`config.mk`:
```
export PLATFORM = sky130hd
export DESIGN_NAME = osc_ctl
export DESIGN_NICKNAME = d
export VERILOG_FILES = /design/src/hw/osc_ctl_pkg.sv /design/src/hw/clk_switch_if.sv /design/src/hw/clk_glitchfree_mux.sv /design/src/hw/osc_ctl.sv
export SDC_FILE = /design/constraint.sdc
export NUM_CORES = 1
export LEC_CHECK = 0
export ABC_CLOCK_PERIOD_IN_PS = 2150
export CORE_MARGIN = 2
export CORE_UTILIZATION = 45
export CTS_CLUSTER_SIZE = 25
export DETAILED_ROUTE_END_ITERATION = 12
export DONT_BUFFER_PORTS = 1
export PLACE_DENSITY = 0.74
export SLEW_MARGIN = 20
export SYNTH_ARGS = -nofsm -noshare
export SYNTH_HDL_FRONTEND = slang
export SYNTH_SLANG_ARGS = --single-unit
```
`constraint.sdc`:
```
create_clock -name CLK_SYS -period 2.15 [get_ports CLK_SYS]
set_clock_uncertainty 0.15 [all_clocks]
set_input_delay 0.1075 -clock CLK_SYS [delete_from_list [all_inputs] [get_ports CLK_SYS]]
set_output_delay 0.1075 -clock CLK_SYS [all_outputs]
set_load 0.03 [all_outputs]
```
`src/hw/osc_ctl_pkg.sv`:
```
// Constants and types shared by the oscillator control block
package osc_ctl_pkg;
   // Register address of the oscillator control register
   localparam logic [11:0] OSC_CTL_ADDR = 12'hf86;
   // Unlock key values, in order
   localparam logic [7:0] UNLOCK_KEY_FIRST = 8'he7;
   localparam logic [7:0] UNLOCK_KEY_SECOND = 8'h18;
   // Field positions
   localparam int INT_OSC_EN_BIT = 7;
   localparam int RSVD_BIT = 6;
   localparam int WDOG_OSC_EN_BIT = 5;
   localparam int PRIM_FAIL_EN_BIT = 4;
   localparam int WDOG_FAIL_EN_BIT = 3;
   localparam int SEL_LSB = 0;
   localparam int SEL_W = 3;
   localparam logic [7:0] OSC_CTL_RESET = 8'ha0;
   // Source select encoding
   localparam logic [2:0] SEL_INT_FAST = 3'h0;
   localparam logic [2:0] SEL_INT_SLOW = 3'h1;
   localparam logic [2:0] SEL_EXT = 3'h2;
   localparam logic [2:0] SEL_WDOG = 3'h3;
   // Nominal oscillator rates in Hz
   localparam int INT_FAST_HZ = 5530000;
   localparam int INT_SLOW_HZ = 32800;
   // Watchdog clock hunt limit in system clocks
   localparam int WDOG_HUNT_CYCLES = 8004;
   // Primary failure threshold: 1 kHz
   localparam int PRIM_FAIL_HZ = 1000;
   localparam int CLK_SYS_HZ = 100000000;
   localparam int PRIM_FAIL_CYCLES = CLK_SYS_HZ / PRIM_FAIL_HZ;
   typedef enum logic [1:0] {LOCK_IDLE, LOCK_GOT_FIRST, LOCK_OPEN} lock_state_t;
endpackage : osc_ctl_pkg

```
`src/hw/clk_switch_if.sv`:
```
// Handshake between control logic and the glitch-free clock switch
`timescale 1ns/100ps
`default_nettype none
interface clk_switch_if;
   logic [1:0] want_src;
   logic [1:0] cur_src;
   logic busy;
   modport ctrl (output want_src, input cur_src, input busy);
   modport sw (input want_src, output cur_src, output busy);
endinterface : clk_switch_if
`default_nettype wire

```
`src/hw/clk_glitchfree_mux.sv`:
```
// Glitch-free source switch: drop old enable, wait, raise new enable
`timescale 1ns/100ps
`default_nettype none
module clk_glitchfree_mux (
   input wire logic clk,
   input wire logic rst,
   input wire logic [3:0] src_tick,
   clk_switch_if.sw sw,
   output logic sys_tick
);
   logic [1:0] active_ff;
   logic gate_ff;
   logic [1:0] gap_ff;

   // Ticks are whole one-cycle pulses, so the old gate may drop at once;
   // waiting for a tick of a dead source would hang the failover
   always_ff @(posedge clk or posedge rst) begin
      if (rst) begin
         active_ff <= 2'h0;
         gate_ff <= 1'b1;
         gap_ff <= 2'h0;
      end else if (gate_ff && sw.want_src != active_ff) begin
         gate_ff <= 1'b0;
         gap_ff <= 2'h3;
      end else if (!gate_ff) begin
         if (gap_ff != 2'h0) begin
            gap_ff <= gap_ff - 2'h1;
         end else if (src_tick[sw.want_src]) begin
            active_ff <= sw.want_src;
            gate_ff <= 1'b1;
         end
      end
   end

   always_ff @(posedge clk or posedge rst) begin
      if (rst) begin
         sys_tick <= 1'b0;
      end else begin
         sys_tick <= gate_ff && src_tick[active_ff];
      end
   end

   assign sw.cur_src = active_ff;
   assign sw.busy = !gate_ff || (sw.want_src != active_ff);
endmodule : clk_glitchfree_mux
`default_nettype wire

```
`src/hw/osc_ctl.sv`:
```
// Oscillator control: locked control register, source select, failure detection
// How it works
// - Pick internal fast/slow, external or watchdog
// - Unlock by E7h then 18h writes
// - Next write updates register, then relocks
// - Other write sequences leave register unchanged
// - Writes to other addresses may fall between the unlock keys
// - Detectors may be re-enabled after switch
// - Internal oscillator stays on until disabled
// - Primary failure: event, switch to watchdog
// - No switch if watchdog off or selected
// - Primary fails below about 1 kHz
// - Watchdog failure: event only, no switch
// - After watchdog failure, primary detection stops
// - Watchdog fails after 8004 clocks without edge
// - Selected clock off and no primary detection halts
// - Register bit layout, bit 6 reserved
// - Reset sets both oscillator enables only
`timescale 1ns/100ps
`default_nettype none
module osc_ctl
   import osc_ctl_pkg::*;
#(
   parameter int PRIM_FAIL_LIMIT = PRIM_FAIL_CYCLES,
   parameter int WDOG_HUNT_LIMIT = WDOG_HUNT_CYCLES
) (
   input wire logic CLK_SYS,
   input wire logic RESET,
   input wire logic [11:0] ADDR,
   input wire logic [7:0] WDATA,
   input wire logic WR,
   input wire logic RD,
   output logic [7:0] RDATA,
   input wire logic INT_FAST_TICK,
   input wire logic INT_SLOW_TICK,
   input wire logic EXT_CLOCK_PIN,
   input wire logic WDOG_OSC_TICK,
   output logic SYS_CLK_TICK,
   output logic INTERNAL_OSC_ENABLE,
   output logic WDOG_OSC_ENABLE,
   output logic PRIM_FAIL_EVENT,
   output logic WDOG_FAIL_EVENT,
   output logic [2:0] ACTIVE_SOURCE,
   output logic HALTED
);
   // Counters are 20 and 14 bits wide
   if (PRIM_FAIL_LIMIT < 2 || PRIM_FAIL_LIMIT > 1048575) begin : g_bad_prim_limit
      $error("PRIM_FAIL_LIMIT out of range");
   end
   if (WDOG_HUNT_LIMIT < 2 || WDOG_HUNT_LIMIT > 16383) begin : g_bad_hunt_limit
      $error("WDOG_HUNT_LIMIT out of range");
   end

   ////////////////////////////////////////////////////////////////////////////
   // Input synchronisers and edge detect
   logic [1:0] ext_sync_ff;
   logic [1:0] wdog_sync_ff;
   logic ext_last_ff;
   logic wdog_last_ff;
   logic ext_tick;
   logic wdog_edge;

   always_ff @(posedge CLK_SYS or posedge RESET) begin
      if (RESET) begin
         ext_sync_ff <= 2'h0;
         wdog_sync_ff <= 2'h0;
         ext_last_ff <= 1'b0;
         wdog_last_ff <= 1'b0;
      end else begin
         ext_sync_ff <= {ext_sync_ff[0], EXT_CLOCK_PIN};
         wdog_sync_ff <= {wdog_sync_ff[0], WDOG_OSC_TICK};
         ext_last_ff <= ext_sync_ff[1];
         wdog_last_ff <= wdog_sync_ff[1];
      end
   end

   assign ext_tick = ext_sync_ff[1] && !ext_last_ff;
   assign wdog_edge = wdog_sync_ff[1] && !wdog_last_ff;

   ////////////////////////////////////////////////////////////////////////////
   // Control register and lock sequencer
   logic [7:0] oscillator_control_reg_ff;
   lock_state_t lock_ff;
   lock_state_t nxt_lock;
   logic ctl_wr;
   logic ctl_update;

   assign ctl_wr = WR && (ADDR == OSC_CTL_ADDR);
   assign ctl_update = ctl_wr && (lock_ff == LOCK_OPEN);

   // Only writes to this address move the sequencer; other traffic is ignored
   always_comb begin
      nxt_lock = lock_ff;
      if (ctl_wr) begin
         case (lock_ff)
            LOCK_IDLE: nxt_lock = (WDATA == UNLOCK_KEY_FIRST) ? LOCK_GOT_FIRST : LOCK_IDLE;
            LOCK_GOT_FIRST: begin
               if (WDATA == UNLOCK_KEY_SECOND) begin
                  nxt_lock = LOCK_OPEN;
               end else if (WDATA == UNLOCK_KEY_FIRST) begin
                  nxt_lock = LOCK_GOT_FIRST;
               end else begin
                  nxt_lock = LOCK_IDLE;
               end
            end
            LOCK_OPEN: nxt_lock = LOCK_IDLE;
            default: nxt_lock = LOCK_IDLE;
         endcase
      end
   end

   always_ff @(posedge CLK_SYS or posedge RESET) begin
      if (RESET) begin
         lock_ff <= LOCK_IDLE;
      end else begin
         lock_ff <= nxt_lock;
      end
   end

   logic prim_fail_ff;
   logic recover_ff;

   always_ff @(posedge CLK_SYS or posedge RESET) begin
      if (RESET) begin
         oscillator_control_reg_ff <= OSC_CTL_RESET;
      end else if (ctl_update) begin
         oscillator_control_reg_ff <= WDATA;
         oscillator_control_reg_ff[RSVD_BIT] <= 1'b0;
      end
   end

   logic internal_osc_enable;
   logic wdog_osc_enable;
   logic primary_fail_detect_enable;
   logic wdog_osc_fail_detect_enable;
   logic [2:0] clock_source_select;

   assign internal_osc_enable = oscillator_control_reg_ff[INT_OSC_EN_BIT];
   assign wdog_osc_enable = oscillator_control_reg_ff[WDOG_OSC_EN_BIT];
   assign primary_fail_detect_enable = oscillator_control_reg_ff[PRIM_FAIL_EN_BIT];
   assign wdog_osc_fail_detect_enable = oscillator_control_reg_ff[WDOG_FAIL_EN_BIT];
   assign clock_source_select = oscillator_control_reg_ff[SEL_LSB +: SEL_W];

   always_ff @(posedge CLK_SYS or posedge RESET) begin
      if (RESET) begin
         RDATA <= 8'h00;
      end else if (RD && ADDR == OSC_CTL_ADDR) begin
         RDATA <= oscillator_control_reg_ff;
      end else begin
         RDATA <= 8'h00;
      end
   end

   ////////////////////////////////////////////////////////////////////////////
   // Source selection through glitch-free switch
   function automatic logic [1:0] src_index(input logic [2:0] sel);
      case (sel)
         SEL_INT_FAST: src_index = 2'h0;
         SEL_INT_SLOW: src_index = 2'h1;
         SEL_EXT: src_index = 2'h2;
         SEL_WDOG: src_index = 2'h3;
         default: src_index = 2'h0;
      endcase
   endfunction : src_index

   clk_switch_if sw_if ();
   logic [3:0] src_tick;
   logic sys_tick;

   // Disabled oscillators produce no ticks
   assign src_tick = {wdog_edge && wdog_osc_enable, ext_tick,
                      INT_SLOW_TICK && internal_osc_enable, INT_FAST_TICK && internal_osc_enable};
   assign sw_if.want_src = recover_ff ? 2'h3 : src_index(clock_source_select);

   clk_glitchfree_mux u_mux (
      .clk(CLK_SYS),
      .rst(RESET),
      .src_tick(src_tick),
      .sw(sw_if.sw),
      .sys_tick(sys_tick)
   );

   ////////////////////////////////////////////////////////////////////////////
   // Primary oscillator failure: no system tick for 1 ms
   logic [19:0] prim_cnt_ff;
   logic wdog_fail_ff;
   logic prim_armed;

   // Detector idle while the switch is busy, since the gap is not a failure
   assign prim_armed = primary_fail_detect_enable && !wdog_fail_ff && !prim_fail_ff && !sw_if.busy;

   always_ff @(posedge CLK_SYS or posedge RESET) begin
      if (RESET) begin
         prim_cnt_ff <= 20'h00000;
      end else if (!prim_armed || sys_tick) begin
         prim_cnt_ff <= 20'h00000;
      end else if (prim_cnt_ff != 20'(PRIM_FAIL_LIMIT)) begin
         prim_cnt_ff <= prim_cnt_ff + 20'h00001;
      end
   end

   // Fault latched until the next unlocked register write
   always_ff @(posedge CLK_SYS or posedge RESET) begin
      if (RESET) begin
         prim_fail_ff <= 1'b0;
         recover_ff <= 1'b0;
      end else if (prim_armed && prim_cnt_ff == 20'(PRIM_FAIL_LIMIT - 1) && !sys_tick) begin
         prim_fail_ff <= 1'b1;
         recover_ff <= wdog_osc_enable && (clock_source_select != SEL_WDOG);
      end else if (ctl_update) begin
         prim_fail_ff <= 1'b0;
         recover_ff <= 1'b0;
      end
   end

   ////////////////////////////////////////////////////////////////////////////
   // Watchdog oscillator failure: count system clocks between watchdog edges
   logic [13:0] wdog_cnt_ff;
   logic wdog_armed;

   assign wdog_armed = wdog_osc_fail_detect_enable && !wdog_fail_ff;

   always_ff @(posedge CLK_SYS or posedge RESET) begin
      if (RESET) begin
         wdog_cnt_ff <= 14'h0000;
      end else if (!wdog_armed || wdog_edge) begin
         wdog_cnt_ff <= 14'h0000;
      end else if (sys_tick) begin
         wdog_cnt_ff <= wdog_cnt_ff + 14'h0001;
      end
   end

   // No source change here, only the event
   always_ff @(posedge CLK_SYS or posedge RESET) begin
      if (RESET) begin
         wdog_fail_ff <= 1'b0;
      end else if (wdog_armed && sys_tick && !wdog_edge && wdog_cnt_ff == 14'(WDOG_HUNT_LIMIT - 1)) begin
         wdog_fail_ff <= 1'b1;
      end
   end

   ////////////////////////////////////////////////////////////////////////////
   // Outputs
   logic prim_fail_q_ff;
   logic wdog_fail_q_ff;

   always_ff @(posedge CLK_SYS or posedge RESET) begin
      if (RESET) begin
         SYS_CLK_TICK <= 1'b0;
         INTERNAL_OSC_ENABLE <= 1'b1;
         WDOG_OSC_ENABLE <= 1'b1;
         ACTIVE_SOURCE <= SEL_INT_FAST;
         prim_fail_q_ff <= 1'b0;
         wdog_fail_q_ff <= 1'b0;
         PRIM_FAIL_EVENT <= 1'b0;
         WDOG_FAIL_EVENT <= 1'b0;
         HALTED <= 1'b0;
      end else begin
         SYS_CLK_TICK <= sys_tick;
         INTERNAL_OSC_ENABLE <= internal_osc_enable;
         WDOG_OSC_ENABLE <= wdog_osc_enable;
         ACTIVE_SOURCE <= {1'b0, sw_if.cur_src};
         prim_fail_q_ff <= prim_fail_ff;
         wdog_fail_q_ff <= wdog_fail_ff;
         PRIM_FAIL_EVENT <= prim_fail_ff && !prim_fail_q_ff;
         WDOG_FAIL_EVENT <= wdog_fail_ff && !wdog_fail_q_ff;
         // Selected source switched off with primary detection off: only power-on reset helps
         HALTED <= !primary_fail_detect_enable && !recover_ff &&
                   ((src_index(clock_source_select) < 2'h2 && !internal_osc_enable) ||
                    (clock_source_select == SEL_WDOG && !wdog_osc_enable));
      end
   end
endmodule : osc_ctl
`default_nettype wire

```
==> impl_metrics.env, run 1 <==
export IMPL_synth_async_reset_ratio=1.000
export IMPL_period_share=0.8755
export IMPL_vias_per_cell=5.305
export IMPL_postSynthAreaPerCell_um2=10.97
export IMPL_criticalPathCategory="reg -> reg"
export IMPL_ys_types=53
export IMPL_reg2reg_depth=6
export IMPL_power_density_nw_per_um2=685.7
export IMPL_synth_top_area_frac=0.5100
export IMPL_die_h_um=91.37
export IMPL_power_internal_w=0.002100
export IMPL_drv_cap=0
export IMPL_dr_pass1_iters=4
export IMPL_clock_insertion_delay_worst_skew_ns=0.35
export IMPL_numCtsBuffers=9
export IMPL_drt_wl_total_mm=6.303
export IMPL_fill_cells=617
export IMPL_synth_largest_area_cell="dfrtp_1"
export IMPL_grt_use_total=0.1613
export IMPL_pwr_share_comb=0.023
export IMPL_cts_root_buf="clkbuf_8"
export IMPL_nets=364
export IMPL_clkPwrFrac=0.446
export IMPL_synthFlopType="dfrtp_1"
export IMPL_switching_share=0.2143
export IMPL_regToRegSetupSlack_ns=0.27
export IMPL_num_rows=31
export IMPL_hold_viol=0
export IMPL_num_antenna_cells=0
export IMPL_hp_class="in -> reg"
export IMPL_final_common_cell="dfrtp_1"
export IMPL_max_vdd_ir_drop_v=0.0003368
export IMPL_core_um2=7331
export IMPL_htree_levels=3
export IMPL_drc=0
export IMPL_syn_to_final_growth_pct=13.48
export IMPL_ys_warn_count=0
export IMPL_period_minus_slack_ns=1.882
export IMPL_io_pins=45
export IMPL_critPathLaunchType="register"
export IMPL_critical_path_required_ns=2.23
export IMPL_syn_area_um2=3435
export IMPL_die_width_um=91.37
export IMPL_layout_drive_gt1_share=0.1454
export IMPL_wire_per_inst_um=14.46
export IMPL_clock_path_buffers=2
export IMPL_grt_pass1_wl_mm=10.85
export IMPL_postRouteAntennaNets=0
export IMPL_min_path_cells=3
export IMPL_p_seq_frac=0.531
export IMPL_gp_routability_congestion=0.7969
export IMPL_syn_inst=313
export IMPL_p_sw_w=0.0005727
export IMPL_fmax_mhz=531.2
export IMPL_post_cts_setup_buffers=0
export IMPL_final_cell_mix="70 x dfrtp_1, 43 x nor2_1, 18 x xor2_1"
export IMPL_antenna_found_initial=0
export IMPL_setup_viol=0
export IMPL_gr_total_overflow=0
export IMPL_finalMaxSlewViolations=0
export IMPL_clk_pin_slew_ns=0.09
export IMPL_cp_arrival_ns=1.97
export IMPL_initial_core_util=0.4685
export IMPL_ys_seq_area_frac=0.5483
export IMPL_grt_max_degree=76
export IMPL_cts_tree="yes"
export IMPL_status="finished clean"
export IMPL_cts_sinks=75
export IMPL_path_max_fanout=5
export IMPL_end_kind="register"
export IMPL_synth_area_leaders="dfrtp_1 51%, nor2_1 4.7%, xor2_1 4.6%, dfstp_2 3.8%, mux2_2 3.0%"
export IMPL_io_buffers=0
export IMPL_dp_hpwl_mm=4.405
export IMPL_grt_pass1_vias=2297
export IMPL_die_area_um2=8348
export IMPL_synth_seq_cells=75
export IMPL_drt_iter0_drc=118
export IMPL_leakage_nw=1.672
export IMPL_p_total_w=0.002673
export IMPL_dr_total_vias=2313
export IMPL_synth_edf_count=0
export IMPL_finalSetupTns_ns=0
export IMPL_rsz0062_at_grt="false"
## cell type report
cell class              count  area, µm²  area share
clock inverters             7      101.3     0.02600
inverters                  13      52.55     0.01348
repair buffers             15      152.6     0.03917
flip-flops and latches     75       1883      0.4831
clock buffers               9      123.9     0.03178
multi-input cells         218       1460      0.3746
well taps                  99      123.9     0.03178
## repair_timing
item,in CTS,in global routing
hold buffers,11,0
hold endpoints to repair,92,0
resized for setup,0,0
## state kept, by name, summed over array words and instances, names as in the netlist, 2 cells and up
register and cells:
ACTIVE_SOURCE 2, wdog_sync_ff 2, u_mux.gap_ff 2, prim_cnt_ff 20
wdog_cnt_ff 14, lock_ff 2, u_mux.sw.cur_src 2, oscillator_control_reg_ff 7
ext_sync_ff 2, RDATA 7
## worst paths after layout
path                                                  from                             to
worst min register to register   wdog_sync_ff[0]$_DFF_PP0_      wdog_sync_ff[1]$_DFF_PP0_
worst max-delay path            prim_cnt_ff[0]$_DFFE_PP0P_    prim_cnt_ff[14]$_DFFE_PP0P_
worst min-delay path                              WDATA[0]         lock_ff[0]$_DFFE_PP0P_
max in group asynchronous                            RESET  INTERNAL_OSC_ENABLE$_DFF_PP1_
min in group asynchronous                            RESET    prim_cnt_ff[14]$_DFFE_PP0P_
worst max register to register  prim_cnt_ff[0]$_DFFE_PP0P_    prim_cnt_ff[14]$_DFFE_PP0P_
## cell families (layout without fill, tap and decap cells)
| logic type | after synthesis | count (layout) | synth area share |
|---|---|---|---|
| buffers and inverters | 21 | 44 | 0.02769 |
| other | 1 | 2 | 0.001092 |
| and+or+nand+nor | 141 | 141 | 0.2393 |
| AOI/OAI and AO/OA | 29 | 29 | 0.05391 |
| DFF | 75 | 75 | 0.5483 |
| muxes | 13 | 13 | 0.04117 |
| xor gates and xnor gates | 29 | 29 | 0.07395 |
| adders and majority gates | 4 | 4 | 0.01457 |
## cell usage after synthesis (4+ instances only)
library cell / n
nand2b_1: 5
mux2i_1: 4
a21oi_1: 7
dfrtp_1: 70
nor2_1: 43
mux2_2: 9
buf_2: 4
nor3_1: 4
nand3_1: 11
nand3b_1: 4
xnor2_1: 11
ha_1: 4
nand2_1: 17
nand4_1: 7
inv_1: 13
o21ai_0: 11
xor2_1: 18
nor4b_1: 4
and3_1: 11
dfstp_2: 5
or3_1: 5
## per-layer routing
metal	wire (µm)	GRT usage
met5	0	0
met4	74	0.05303
met3	254	0.03651
met2	3068	0.2685
met1	2904	0.2089
## power groups by stage
| stage | registers [W] | clock network [W] | logic (W) |
|---|---|---|---|
| after detailed placement | 0.00145 | 0 | 0.0000465 |
| after floorplan | 0.00144 | 0 | 0.0000364 |
| final | 0.00142 | 0.00119 | 0.0000623 |
| after CTS | 0.00142 | 0.00121 | 0.0000649 |
| after global routing | 0.00142 | 0.00128 | 0.0000716 |
| after global placement | 0.00145 | 0 | 0.0000461 |
## per-stage QoR
step,setup slack [ns],cell area [µm²],instances,hold slack (ns),utilization
3_3_place_gp,0.3576,3562,409,-0.02686,0.4859
4_1_cts,0.2671,3897,436,0.0008213,0.5317
3_5_place_dp,0.2829,3562,409,-0.02941,0.4859
2_1_floorplan,0.4498,3442,314,-0.01107,-
5_1_grt,0.1359,3897,436,0.004440,0.5317
6_report,0.2676,3897,436,0.007929,0.5317
## worst max-delay path: stages, from the launching register on
cell and delay, ns:
dfrtp_1 0.43, ha_1 0.25, nand4_2 0.19, nor4_4 0.39, nand3_1 0.15, xor2_1 0.15, nor2_1 0.06
Power figures use the tool's default switching activity.
==> run 2: changes to the inputs <==
--- a/config.mk
+++ b/config.mk
@@ -8,9 +8,10 @@
 export ABC_CLOCK_PERIOD_IN_PS = 2150
 export CORE_MARGIN = 2
 export CORE_UTILIZATION = 45
-export CTS_CLUSTER_SIZE = 25
+export CTS_CLUSTER_SIZE = 24
 export DETAILED_ROUTE_END_ITERATION = 12
 export DONT_BUFFER_PORTS = 1
+export MAX_ROUTING_LAYER = met4
 export PLACE_DENSITY = 0.74
 export SLEW_MARGIN = 20
 export SYNTH_ARGS = -nofsm -noshare
==> run 2 against run 1 <==
Net effect:
- setup slack lost 0.0023 ns
- core utilization unchanged
- final cell count did not move
- largest cell class unchanged
- global-route usage grew 0.46 points
- power up 0.17%
- die area is the same
- combinational power about the same
- first-iteration DRC count is 10% higher
==> impl_metrics.env, run 2 (synthesis gave the netlist of run 1 again) <==
export IMPL_grt_use_total=0.1659
export IMPL_largest_reg_flops=20
export IMPL_period_minus_slack_ns=1.885
export IMPL_hold_path_end="lock_ff[0]$_DFFE_PP0P_"
export IMPL_criticalPathCategory="reg -> reg"
export IMPL_clock_insertion_delay_worst_skew_ns=0.35
export IMPL_final_common_cell="dfrtp_1"
export IMPL_die_area_um2=8348
export IMPL_dp_hpwl_mm=4.405
export IMPL_io_pins=45
export IMPL_regMostFlops="prim_cnt_ff"
export IMPL_syn_to_final_growth_pct=13.48
export IMPL_placed_cell_area_um2=3562
export IMPL_drv_cap=0
export IMPL_holdBufCountCts=11
export IMPL_min_path_cells=3
export IMPL_path_max_fanout=5
export IMPL_fill_cells=617
export IMPL_vias_per_cell=5.337
export IMPL_rsz0062_at_grt="false"
export IMPL_grt_pass1_wl_mm=10.87
export IMPL_critPathLaunchType="register"
export IMPL_clock_path_buffers=2
export IMPL_reg2reg_depth=6
export IMPL_numCtsBuffers=9
export IMPL_cts_root_buf="clkbuf_8"
export IMPL_dr_pass1_iters=4
export IMPL_r2r_start="prim_cnt_ff[0]$_DFFE_PP0P_"
export IMPL_status="finished clean"
export IMPL_post_cts_setup_buffers=0
export IMPL_end_kind="register"
export IMPL_num_antenna_cells=0
export IMPL_grt_max_degree=76
export IMPL_cts_tree="yes"
export IMPL_num_rows=31
export IMPL_wire_per_inst_um=14.53
export IMPL_initial_core_util=0.4685
export IMPL_finalMaxSlewViolations=0
export IMPL_power_density_nw_per_um2=686.9
export IMPL_die_width_um=91.37
export IMPL_drt_iter0_drc=130
export IMPL_critical_path_required_ns=2.24
export IMPL_hold_viol=0
export IMPL_setup_viol=0
export IMPL_core_um2=7331
export IMPL_hp_class="in -> reg"
export IMPL_final_cell_mix="70 x dfrtp_1, 43 x nor2_1, 18 x xor2_1"
export IMPL_gp_routability_congestion=0.8083
export IMPL_leakage_nw=1.672
export IMPL_r2r_end="prim_cnt_ff[14]$_DFFE_PP0P_"
export IMPL_drt_wl_total_mm=6.337
export IMPL_finalSetupTns_ns=0
export IMPL_max_vdd_ir_drop_v=0.0003363
export IMPL_postRouteAntennaNets=0
export IMPL_hp_start="WDATA[0]"
export IMPL_grt_pass1_vias=2297
export IMPL_htree_levels=3
export IMPL_reg_largest_list="prim_cnt_ff: 20 flops, wdog_cnt_ff: 14 flops"
export IMPL_io_buffers=0
export IMPL_cts_resized=0
export IMPL_period_share=0.8766
export IMPL_die_h_um=91.37
export IMPL_fmax_mhz=530.6
export IMPL_clk_pin_slew_ns=0.08
export IMPL_antenna_found_initial=0
export IMPL_dr_total_vias=2327
export IMPL_gr_total_overflow=0
export IMPL_nets=364
export IMPL_drc=0
export IMPL_layout_drive_gt1_share=0.1454
export IMPL_cts_sinks=75
export IMPL_regToRegSetupSlack_ns=0.27
export IMPL_cp_arrival_ns=1.97
export IMPL_final_area_um2=3897
==> run 2: cell counts in the layout (fill, tap and decap cells not counted) <==
No cell type changed its count.
==> run 2: how the worst max path moves through the flow <==
| stage | from | end | slack [ns] | cells past startpoint |
|---|---|---|---|---|
| 6_report | prim_cnt_ff[0]$_DFFE_PP0P_ | prim_cnt_ff[14]$_DFFE_PP0P_ | 0.27 | 6 |
| 2_1_floorplan | prim_cnt_ff[0]$_DFFE_PP0P_ | prim_cnt_ff[18]$_DFFE_PP0P_ | 0.45 | 6 |
| 3_3_place_gp | prim_cnt_ff[0]$_DFFE_PP0P_ | prim_cnt_ff[18]$_DFFE_PP0P_ | 0.36 | 6 |
| 5_1_grt | prim_cnt_ff[0]$_DFFE_PP0P_ | prim_cnt_ff[14]$_DFFE_PP0P_ | 0.14 | 6 |
| 4_1_cts | prim_cnt_ff[0]$_DFFE_PP0P_ | prim_cnt_ff[14]$_DFFE_PP0P_ | 0.27 | 6 |
| 3_5_place_dp | prim_cnt_ff[0]$_DFFE_PP0P_ | prim_cnt_ff[14]$_DFFE_PP0P_ | 0.28 | 6 |
==> run 2: final cells by class <==
type / count / area, µm² / area share
well taps: 99 / 123.9 / 0.03178
inverters: 13 / 52.55 / 0.01348
multi-input cells: 218 / 1460 / 0.3746
repair buffers: 15 / 152.6 / 0.03917
flip-flops and latches: 75 / 1883 / 0.4831
clock buffers: 9 / 123.9 / 0.03178
clock inverters: 7 / 101.3 / 0.02600
==> run 2: power breakdown <==
group          switching [W]  total [W]  internal (W)
logic              0.0000386  0.0000624     0.0000239
registers         0.00000234    0.00142       0.00142
clock network       0.000536    0.00120      0.000660
==> run 2: routing by layer <==
metal | up-vias | share of wire | track usage | routed length [µm]
met5 | - | 0 | - | 0
met4 | 0 | 0.017 | 0.06818 | 106
met3 | 10 | 0.039 | 0.02656 | 247
met2 | 64 | 0.48 | 0.2685 | 3015
met1 | 1127 | 0.47 | 0.2089 | 2967
li1 | 1126 | - | - | -
==> run 2: critical path, stage by stage, from the launching register on <==
cell and delay (ns):
dfrtp_1 0.43, ha_1 0.25, nand4_2 0.19, nor4_4 0.40, nand3_1 0.15, xor2_1 0.15
nor2_1 0.06
==> run 2: stage by stage <==
stage | hold slack, ns | utilization | worst slack, ns | cells | power [W]
6_report | 0.006629 | 0.5317 | 0.2653 | 436 | 0.002677
5_1_grt | 0.005957 | 0.5317 | 0.1360 | 436 | 0.002765
4_1_cts | 0.0008213 | 0.5317 | 0.2671 | 436 | 0.002697
3_5_place_dp | -0.02941 | 0.4859 | 0.2829 | 409 | 0.001492
3_3_place_gp | -0.02686 | 0.4859 | 0.3576 | 409 | 0.001492
2_1_floorplan | -0.01107 | - | 0.4498 | 314 | 0.001481
